File: config.mk
export PLATFORM = sky130hd
export DESIGN_NAME = awc_window_comparator
export DESIGN_NICKNAME = d
export VERILOG_FILES = /design/src/rtl/awc_pkg.sv /design/src/rtl/awc_window_comparator.sv
export SDC_FILE = /design/constraint.sdc
export NUM_CORES = 1
export LEC_CHECK = 0
export ABC_AREA = 1
export BUFFER_PORTS_ARGS = -buffer_cell sky130_fd_sc_hd__buf_4
export CAP_MARGIN = 20
export CORE_AREA = 2 2 86 88
export CTS_CLUSTER_SIZE = 24
export DETAILED_ROUTE_END_ITERATION = 10
export DIE_AREA = 0 0 88 90
export GPL_ROUTABILITY_DRIVEN = 0
export GPL_TIMING_DRIVEN = 0
export PLACE_DENSITY = 0.68
export SYNTH_ARGS = -nofsm -noshare
export SYNTH_HDL_FRONTEND = slang
export SYNTH_SLANG_ARGS = --single-unit
File: constraint.sdc
create_clock -name clk -period 3 [get_ports clk]
set_input_delay 0.15 -clock clk [delete_from_list [all_inputs] [get_ports clk]]
set_output_delay 0.15 -clock clk [all_outputs]
set_load 0.01 [all_outputs]
File: src/rtl/awc_pkg.sv
// Package for the converter window comparator: register addresses, resets, layout.
// Assumes an 8-bit special-function register bus with one address per register.
package awc_pkg;
   localparam logic [7:0] ADDR_GREATER_THAN = 8'hC5;
   localparam logic [7:0] ADDR_LESS_THAN    = 8'hC7;
   localparam logic [7:0] ADDR_RESULT       = 8'hBF;
   localparam logic [7:0] ADDR_CONTROL      = 8'hE8;
   localparam logic [7:0] RST_GREATER_THAN  = 8'hFF;
   localparam logic [7:0] RST_LESS_THAN     = 8'h00;
   localparam logic [7:0] RST_RESULT        = 8'h00;
   localparam int         BIT_BUSY          = 4;
   localparam int         BIT_CONV_DONE     = 5;
   localparam int         BIT_WINDOW_MATCH  = 1;
   localparam int         BIT_ENABLE        = 7;
   localparam int         CONV_SAR_CLOCKS   = 16;
   localparam int         SAR_DIV_DEFAULT   = 1;
endpackage

File: src/rtl/awc_window_comparator.sv
// Window comparator with its limit registers, result register and control bits.
// Assumes a synchronous 8-bit register bus; conversion start and result come from
// the converter on the same clock.
//
// Function
// - Compare each new result against both limits
// - Greater-than limit register C5, resets FF
// - Less-than limit register C7, resets 00
// - Limits ordered up: match strictly inside band
// - Limits ordered down: match strictly outside band
// - Flag readable and usable as interrupt
// - Unsigned 8-bit compare of result and limits
// - Conversion lasts sixteen conversion clock periods
// - Match flag is control register bit one
// - Compared value is the new sample, stored to result register BF
`timescale 1ns/100ps
module awc_window_comparator #(
   parameter int SAR_DIV = awc_pkg::SAR_DIV_DEFAULT
) (
   input  wire logic       clk,
   input  wire logic       nrst,
   input  wire logic       ce,
   input  wire logic [7:0] reg_addr,
   input  wire logic       reg_wr,
   input  wire logic       reg_rd,
   input  wire logic [7:0] reg_wdata,
   output logic      [7:0] reg_rdata,
   input  wire logic       conv_start,
   input  wire logic [7:0] conv_sample,
   input  wire logic       win_irq_en,
   output logic            win_irq,
   output logic            conv_busy
);
   localparam int CNT_W = $clog2(awc_pkg::CONV_SAR_CLOCKS * SAR_DIV + 1);
   localparam logic [CNT_W-1:0] CONV_CYCLES = CNT_W'(awc_pkg::CONV_SAR_CLOCKS * SAR_DIV);

   logic [7:0]       greater_than_limit, next_greater_than_limit;
   logic [7:0]       less_than_limit, next_less_than_limit;
   logic [7:0]       conversion_result_byte, next_conversion_result_byte;
   logic             window_match_flag, next_window_match_flag;
   logic             conv_done_flag, next_conv_done_flag;
   logic             conv_enable, next_conv_enable;
   logic [CNT_W-1:0] conv_cnt, next_conv_cnt;
   logic             next_conv_busy;
   logic             next_win_irq;
   logic [7:0]       next_reg_rdata;
   logic             conv_end;
   logic             in_window;
   logic             wr_ctrl;

   ////////////////////////////////////////////////////////////////////////
   // Conversion timing
   assign conv_end = conv_busy && (conv_cnt == CNT_W'(1));

   always_comb begin
      next_conv_cnt = conv_cnt;
      next_conv_busy = conv_busy;
      if (conv_busy) begin
         next_conv_cnt = conv_cnt - CNT_W'(1);
         if (conv_end) begin
            next_conv_busy = 1'b0;
         end
      end else if (conv_enable && (conv_start ||
                  (wr_ctrl && reg_wdata[awc_pkg::BIT_BUSY]))) begin
         next_conv_cnt = CONV_CYCLES;
         next_conv_busy = 1'b1;
      end
   end

   ////////////////////////////////////////////////////////////////////////
   // Window decision
   // Unsigned compares; order of limits picks inside or outside band
   always_comb begin
      if (less_than_limit > greater_than_limit) begin
         in_window = (conv_sample < less_than_limit) &&
                     (conv_sample > greater_than_limit);
      end else begin
         in_window = (conv_sample < less_than_limit) ||
                     (conv_sample > greater_than_limit);
      end
   end

   ////////////////////////////////////////////////////////////////////////
   // Registers
   assign wr_ctrl = reg_wr && (reg_addr == awc_pkg::ADDR_CONTROL);

   always_comb begin
      next_greater_than_limit = greater_than_limit;
      next_less_than_limit = less_than_limit;
      next_conversion_result_byte = conversion_result_byte;
      next_window_match_flag = window_match_flag;
      next_conv_done_flag = conv_done_flag;
      next_conv_enable = conv_enable;
      if (reg_wr) begin
         if (reg_addr == awc_pkg::ADDR_GREATER_THAN) begin
            next_greater_than_limit = reg_wdata;
         end else if (reg_addr == awc_pkg::ADDR_LESS_THAN) begin
            next_less_than_limit = reg_wdata;
         end else if (reg_addr == awc_pkg::ADDR_RESULT) begin
            next_conversion_result_byte = reg_wdata;
         end else if (reg_addr == awc_pkg::ADDR_CONTROL) begin
            next_conv_enable = reg_wdata[awc_pkg::BIT_ENABLE];
            next_conv_done_flag = reg_wdata[awc_pkg::BIT_CONV_DONE];
            next_window_match_flag = reg_wdata[awc_pkg::BIT_WINDOW_MATCH];
         end
      end
      // Hardware events last so a same-cycle clear loses
      if (conv_end) begin
         next_conversion_result_byte = conv_sample;
         next_conv_done_flag = 1'b1;
         if (in_window) begin
            next_window_match_flag = 1'b1;
         end
      end
      next_win_irq = next_window_match_flag && win_irq_en;
      next_reg_rdata = 8'h00;
      if (reg_rd) begin
         if (reg_addr == awc_pkg::ADDR_GREATER_THAN) begin
            next_reg_rdata = greater_than_limit;
         end else if (reg_addr == awc_pkg::ADDR_LESS_THAN) begin
            next_reg_rdata = less_than_limit;
         end else if (reg_addr == awc_pkg::ADDR_RESULT) begin
            next_reg_rdata = conversion_result_byte;
         end else if (reg_addr == awc_pkg::ADDR_CONTROL) begin
            next_reg_rdata[awc_pkg::BIT_ENABLE] = conv_enable;
            next_reg_rdata[awc_pkg::BIT_CONV_DONE] = conv_done_flag;
            next_reg_rdata[awc_pkg::BIT_BUSY] = conv_busy;
            next_reg_rdata[awc_pkg::BIT_WINDOW_MATCH] = window_match_flag;
         end
      end
   end

   always_ff @(posedge clk or negedge nrst) begin
      if (!nrst) begin
         greater_than_limit <= awc_pkg::RST_GREATER_THAN;
         less_than_limit <= awc_pkg::RST_LESS_THAN;
         conversion_result_byte <= awc_pkg::RST_RESULT;
         window_match_flag <= 1'b0;
         conv_done_flag <= 1'b0;
         conv_enable <= 1'b0;
         conv_cnt <= '0;
         conv_busy <= 1'b0;
         win_irq <= 1'b0;
         reg_rdata <= 8'h00;
      end else if (ce) begin
         greater_than_limit <= next_greater_than_limit;
         less_than_limit <= next_less_than_limit;
         conversion_result_byte <= next_conversion_result_byte;
         window_match_flag <= next_window_match_flag;
         conv_done_flag <= next_conv_done_flag;
         conv_enable <= next_conv_enable;
         conv_cnt <= next_conv_cnt;
         conv_busy <= next_conv_busy;
         win_irq <= next_win_irq;
         reg_rdata <= next_reg_rdata;
      end
   end

   ////////////////////////////////////////////////////////////////////////
   // Checks
   // Busy length counted apart from conv_cnt, so a wrong end count shows
   logic [CNT_W-1:0] busy_len, next_busy_len;

   always_comb begin
      next_busy_len = busy_len;
      if (!conv_busy) begin
         next_busy_len = '0;
      end else if (busy_len != '1) begin
         next_busy_len = busy_len + CNT_W'(1);
      end
   end

   always_ff @(posedge clk or negedge nrst) begin
      if (!nrst) begin
         busy_len <= '0;
      end else if (ce) begin
         busy_len <= next_busy_len;
      end
   end

   chk_busy_length: assert property (@(posedge clk) disable iff (!nrst)
      $fell(conv_busy) |-> busy_len == CONV_CYCLES)
      else $error("conversion length wrong");
   chk_start_refused: assert property (@(posedge clk) disable iff (!nrst)
      !conv_busy && !conv_enable |=> !conv_busy)
      else $error("conversion started while disabled");
   chk_ce_freeze: assert property (@(posedge clk) disable iff (!nrst)
      !ce |=> $stable(conv_cnt) && $stable(conv_busy) && $stable(window_match_flag))
      else $error("state moved while clock enable low");
   chk_busy_bound: assert property (@(posedge clk) disable iff (!nrst)
      $rose(conv_busy) |-> ##[1:1000] !conv_busy)
      else $error("conversion never ended");
   chk_match_sets: assert property (@(posedge clk) disable iff (!nrst)
      ce && conv_end && in_window |=> window_match_flag)
      else $error("match did not set flag");
   chk_miss_keeps: assert property (@(posedge clk) disable iff (!nrst)
      ce && conv_end && !in_window && !wr_ctrl |=> window_match_flag == $past(window_match_flag))
      else $error("miss changed flag");
   chk_set_wins: assert property (@(posedge clk) disable iff (!nrst)
      ce && conv_end && in_window && wr_ctrl |=> window_match_flag)
      else $error("clear beat new match");
   chk_no_self_clear: assert property (@(posedge clk) disable iff (!nrst)
      window_match_flag && !(ce && wr_ctrl) |=> window_match_flag)
      else $error("flag cleared by itself");
   chk_inside_band: assert property (@(posedge clk) disable iff (!nrst)
      less_than_limit > greater_than_limit && conv_sample <= greater_than_limit |-> !in_window)
      else $error("inside band wrong");
   chk_outside_band: assert property (@(posedge clk) disable iff (!nrst)
      less_than_limit <= greater_than_limit && conv_sample > greater_than_limit |-> in_window)
      else $error("outside band wrong");
   chk_result_load: assert property (@(posedge clk) disable iff (!nrst)
      ce && conv_end |=> conversion_result_byte == $past(conv_sample))
      else $error("result not stored");
   chk_irq_follow: assert property (@(posedge clk) disable iff (!nrst)
      ce ##1 ce |-> win_irq == (window_match_flag && $past(win_irq_en)))
      else $error("irq mismatch");

   cov_inside: cover property (@(posedge clk) conv_end && in_window && less_than_limit > greater_than_limit);
   cov_outside: cover property (@(posedge clk) conv_end && in_window && less_than_limit <= greater_than_limit);
   cov_miss: cover property (@(posedge clk) conv_end && !in_window);
   cov_race: cover property (@(posedge clk) conv_end && in_window && wr_ctrl);
   cov_frozen: cover property (@(posedge clk) conv_busy && !ce);
endmodule // awc_window_comparator

-- After elaboration in Yosys (flattened, before gate mapping)
Index checks and enable logic that the tools add are counted.
W data, S select, Z words.
- bits in registers: 42
- bits of input ports: 31
- output and inout bits: 10
- $add $sub $neg: 1
- $lt $le $gt $ge: 3
- equality and inequality tests: 8
- muxes and demuxes: 36
- bitwise gates (word level): 3
- reductions and logical operators: 18
- operator list (operator ; number):
    $mux W8 ; 8
    $eq A8 B8 Y1 const B ; 4
    $mux W1 ; 23
    $gt A8 B8 Y1 ; 2
    $reduce_and A6 Y1 ; 2
    $mux W5 ; 2
    $lt A8 B8 Y1 ; 1
    $reduce_bool A2 Y1 ; 4
    $logic_and A1 B1 Y1 ; 6
    $mux W2 ; 3
    $ne A2 B2 Y1 const B ; 3
    $eq A5 B1 Y1 const B ; 1
    $reduce_and A5 Y1 ; 1
    $sub A5 B1 Y5 const B ; 1
    $reduce_and A4 Y1 ; 1
    $not A1 Y1 ; 3
    $reduce_and A3 Y1 ; 1
    $logic_or A1 B1 Y1 ; 2
    $reduce_and A2 Y1 ; 1

-- Longest topological paths before layout
- depth in word-level cells: 9
- mapped depth: 15

-- Worst setup path after synthesis
No wires, ideal clock.
- path type: reg2reg
- from: reg greater_than_limit[7]
- to: reg window_match_flag
- arrival time: 1.518 ns
- data required time: 2.874 ns
- setup slack: 1.356 ns
- cell stages (with the launch flop): 14
- path buffers: 0
- clock period less this slack: 1.644 ns
- cells stage by stage: dfstp_2 > inv_1 > ha_1 > nand2_1 > nor2_1 > nand4_1 > inv_1 > a21oi_1 > nand2_1 > nand2_1 > nand2_1 > nand2_1 > nand2_1 > o21ai_0
- cells in the longest elaborated chain, start to end: 5
- RTL lines (what ; line ; RTL):
    from (decl) ; awc_window_comparator.sv:37 ; logic [7:0] greater_than_limit, next_greater_than_limit;
    from (signal assigned) ; awc_window_comparator.sv:135 ; greater_than_limit <= awc_pkg::RST_GREATER_THAN;
    from (signal assigned) ; awc_window_comparator.sv:146 ; greater_than_limit <= next_greater_than_limit;
    $gt A8 B8 Y1 ; awc_window_comparator.sv:76, awc_window_comparator.sv:79 ;
    $logic_or A1 B1 Y1 / $logic_and A1 B1 Y1 (equally long branches) ; awc_window_comparator.sv:78, awc_window_comparator.sv:75 ;
    $mux W1 (*) ; awc_window_comparator.sv:74 ; if (less_than_limit > greater_than_limit) begin
    $mux W1 (*) ; awc_window_comparator.sv:111 ; if (in_window) begin
    $mux W1 (*) ; awc_window_comparator.sv:108 ; if (conv_end) begin
    to (signal assigned) ; awc_window_comparator.sv:149 ; window_match_flag <= next_window_match_flag;
    to (decl) ; awc_window_comparator.sv:40 ; logic window_match_flag, next_window_match_flag;
Every way passes the cells marked *; elsewhere a longest branch is shown, timed or not.
A chain may end at the register's enable or synchronous reset.

-- Worst setup path in the final report
- from: reg greater_than_limit[5]
- to: reg window_match_flag
The elaborated chain is that of the path after synthesis.

==> results.yml <==
floorplanning:
  dieArea_mm2: 0.007920
  floorplan.die.height_um: 90
  row_count: 31
  initial_core_util_pct: 39.85
  io_pins: 41
  die_x_um: 88
  core_mm2: 0.007020
clocking:
  clock_path_buffers: 2
  clkSinkCount: 42
  tritoncts: "yes"
  cts_post_setup_buffers_inserted: 0
  clk_pin_slew_worst_paths_ns: 0.08
  clock_insertion_delay_worst_skew_ns: 0.29
  clk_root_buffer_cell: "sky130_fd_sc_hd__clkbuf_8"
  htreeDepth: 2
  cts_made_buffers: 5
worst_setup_path:
  largest_fanout_on_the_critical_path: 3
  worst-r2r-cell-count: 12
  timing.critical_path.arrival_ns: 2.09
  timing.setup.critical_path_class: "reg -> reg"
  path_cells: "inv_1, ha_1, a21oi_1, nor2_1, nor2_1, a21oi_1, nand2_1, nand2_1, nand2_1, nand2_1, nand2_1, o21ai_0"
  timing.critical_path.max_delay_family: "flip-flops"
  critPathLaunchType: "flip-flop"
  timing.critical_path.slowest_cell_delay_ns: 0.58
  cpMostUsedCell: "sky130_fd_sc_hd__nand2_1"
  critPathSlowestCell: "sky130_fd_sc_hd__dfstp_2"
  critical_path_buf_inv_count: 1
  critical_path_required_ns: 3.19
  worst_setup_path_end_kind: "flip-flop"
  critical_path_cell_count: 12
place:
  numPortBuffers: 40
  placed_cells: 491
  placed_cell_area_mm2: 0.003222
  hpwlAfterDp_mm: 5.399
  setup_ws_pre_cts_ns: 1.097
grt:
  gr-total-overflow: 0
  grt_antenna_before_repair: 0
  global_route_wire_length_before_repair_mm: 11.03
  largest_net_degree_at_the_start_of_global_routing: 43
  grt_pass1_vias: 2327
  total_routing_usage_reported_by_global_routing_pct: 17.72
power_and_ir_drop:
  p_per_area_mw_per_mm2: 429.4
  p_int_mw: 1.076
  seq_power_share_pct: 44.5
  net-switching-power_uw: 373.2
  total_leakage_power_nw: 1.687
  comb_power_share_pct: 17.4
  share_clk_of_total_power_pct: 38.1
  ir_worst_vdd_mv: 0.2817
  switching_share_pct: 25.76
timing:
  min_period_ns: 1.903
  finalHoldViolations: 0
  fmax_ghz: 0.5255
  totalNegativeSetupSlack_ns: 0
  worst-slew-pin-transition_ns: 0.5370
  timing.hold.ws_ns: 0.08664
  fin_skew_ns: 0.006684
  timing_max_transition_violations_final: 0
  final_critical_path_setup_slack_ns: 1.097
  finalCritPeriodShare_pct: 63.43
  finalSetupViolCount: 0
  rsz0062_at_grt: "false"
  worst_slew_margin_rel_pct: 64.20
synthesis:
  yosys.area.top_type_share_pct: 30.41
  syn_inst: 352
  ys.warnings.count: 0
  synthSimpleGateAreaFrac_pct: 24.51
  synth_seq_area_share_pct: 37.92
  synth.ff_latch_count: 42
  synth_enable_flop_cells: 0
  synth.largest_area_cell: "sky130_fd_sc_hd__dfrtp_1"
  syn_area_mm2: 0.002798
  synthXorXnorAreaFrac_pct: 0.6261
  combinational_family_with_the_most_area_after_synthesis: "simple AND/OR/NAND/NOR gates"
  ys.flop_type: "sky130_fd_sc_hd__dfrtp_1"
  postSynthNetCount: 408
  synth_area_leaders: "sky130_fd_sc_hd__dfrtp_1 (30%), sky130_fd_sc_hd__nand2_1 (14%), sky130_fd_sc_hd__ha_1 (11%)"
  syn_area_per_cell_um2: 7.948
  synth_compound_area_share_pct: 17.04
  synth.distinct_cells: 37
  synth_mux_area_share_pct: 0
  postSynth.asyncResetShare_pct: 100.0
  fraction_of_the_mapped_netlist_area_in_adder_cells_pct: 11.18
drt:
  wl_per_cell_um: 13.24
  drc: 0
  viasPerCell: 4.920
  drtIter0Drc: 162
  route.vias.total: 2460
  post_drt_antenna_nets: 0
  first_pass_iters: 4
  detail_route.wirelength_mm: 6.622
layout:
  antenna_cells: 0
  layout.cells.most_common: "sky130_fd_sc_hd__nand2_1"
  final_cell_mix: "sky130_fd_sc_hd__nand2_1 (101), sky130_fd_sc_hd__inv_1 (49), sky130_fd_sc_hd__buf_4 (41), sky130_fd_sc_hd__dfrtp_1 (34), sky130_fd_sc_hd__ha_1 (25)"
  layout.nets: 456
  area_growth_syn_to_layout_pct: 20.62
  finish.cell_count_without_fillers: 500
  final_cell_area_mm2: 0.003374
  layout-drive-gt1-share_pct: 21.45
job:
  timing.max_cap.violations: 0
hold_path:
  number_of_cells_traversed_by_the_worst_hold_path: 3
  holdCritPathClass: "in -> reg"
run_status:
  outcome: "finished clean"
==> what timing repair did <==
action / CTS / global route
hold buffers: 1 / 0
resized for setup: 0 / 0
hold endpoints to repair: 34 / 0
==> per-layer routing <==
| layer | global-route usage (%) | vias to the layer above | wire length, um |
|---|---|---|---|
| met2 | 29.10 | 54 | 3215 |
| met5 | 0 | - | 0 |
| met3 | 2.755 | 9 | 198 |
| met1 | 24.20 | 1146 | 3137 |
| li1 | - | 1251 | - |
| met4 | 4.487 | 0 | 71 |
==> final timing paths <==
kind / slack, ns / end / start
worst max-delay path: 1.10 / window_match_flag / greater_than_limit[5]
worst min-delay path: 0.09 / win_irq / win_irq_en
worst max register to register: 1.10 / window_match_flag / greater_than_limit[5]
worst min register to register: 0.48 / greater_than_limit[7] / greater_than_limit[7]
max in group asynchronous: 2.24 / greater_than_limit[4] / nrst
min in group asynchronous: 0.38 / less_than_limit[3] / nrst
==> power groups by stage <==
| stage | Sequential (mW) | Combinational (mW) | Clock, mW |
|---|---|---|---|
| floorplan | 0.644 | 0.161 | 0 |
| global placement | 0.651 | 0.244 | 0 |
| detailed placement | 0.654 | 0.253 | 0 |
| CTS | 0.644 | 0.254 | 0.558 |
| global route | 0.651 | 0.292 | 0.586 |
| finish | 0.644 | 0.253 | 0.552 |
==> cell families after synthesis <==
kind of cell,after synthesis
AND/OR/NAND/NOR,149
AO/OA/AOI/OAI,76
buffers and inverters,58
flip-flops,42
adder cells (fa/ha/maj),25
XOR/XNOR,2
==> metrics by stage <==
| stage | total power [mW] | utilization, % |
|---|---|---|
| after floorplan | 0.8050 | - |
| after global placement | 0.8945 | 45.89 |
| after detailed placement | 0.9074 | 45.89 |
| after CTS | 1.456 | 48.07 |
| after global routing | 1.528 | 48.07 |
| final | 1.449 | 48.07 |
==> final cells by class <==
| class | count | area, um2 |
|---|---|---|
| Inverter | 53 | 203.9 |
| Clock buffer | 6 | 82.58 |
| Timing Repair Buffer | 41 | 310.3 |
| Tap cell | 99 | 123.9 |
| Clock inverter | 2 | 60.06 |
| Fill cell | 686 | 3646 |
| Multi-Input combinational cell | 252 | 1493 |
| Buffer | 5 | 40.04 |
| Sequential cell | 42 | 1061 |
==> tightest hold or removal path: stages <==
cell and delay [ns]:
sky130_fd_sc_hd__buf_4 0.08, sky130_fd_sc_hd__nand3_1 0.07, sky130_fd_sc_hd__nand2_1 0.05
==> cell usage after synthesis, types with 7 or more instances <==
| master | number |
|---|---|
| sky130_fd_sc_hd__nand2_2 | 7 |
| sky130_fd_sc_hd__nand3_1 | 8 |
| sky130_fd_sc_hd__a31oi_1 | 9 |
| sky130_fd_sc_hd__ha_1 | 25 |
| sky130_fd_sc_hd__nor2_1 | 19 |
| sky130_fd_sc_hd__nand2_1 | 101 |
| sky130_fd_sc_hd__inv_1 | 49 |
| sky130_fd_sc_hd__dfrtp_1 | 34 |
| sky130_fd_sc_hd__o21ai_1 | 16 |
| sky130_fd_sc_hd__dfstp_2 | 8 |
| sky130_fd_sc_hd__a21oi_1 | 15 |
| sky130_fd_sc_hd__o21ai_0 | 20 |
==> flip-flops by register name, summed over array words and instances, names as in the netlist <==
name,cells
conv_enable,1
reg_rdata,8
less_than_limit,8
conversion_result_byte,8
conv_done_flag,1
window_match_flag,1
conv_cnt,5
conv_busy,1
win_irq,1
greater_than_limit,8
Power figures use the tool's default switching activity.
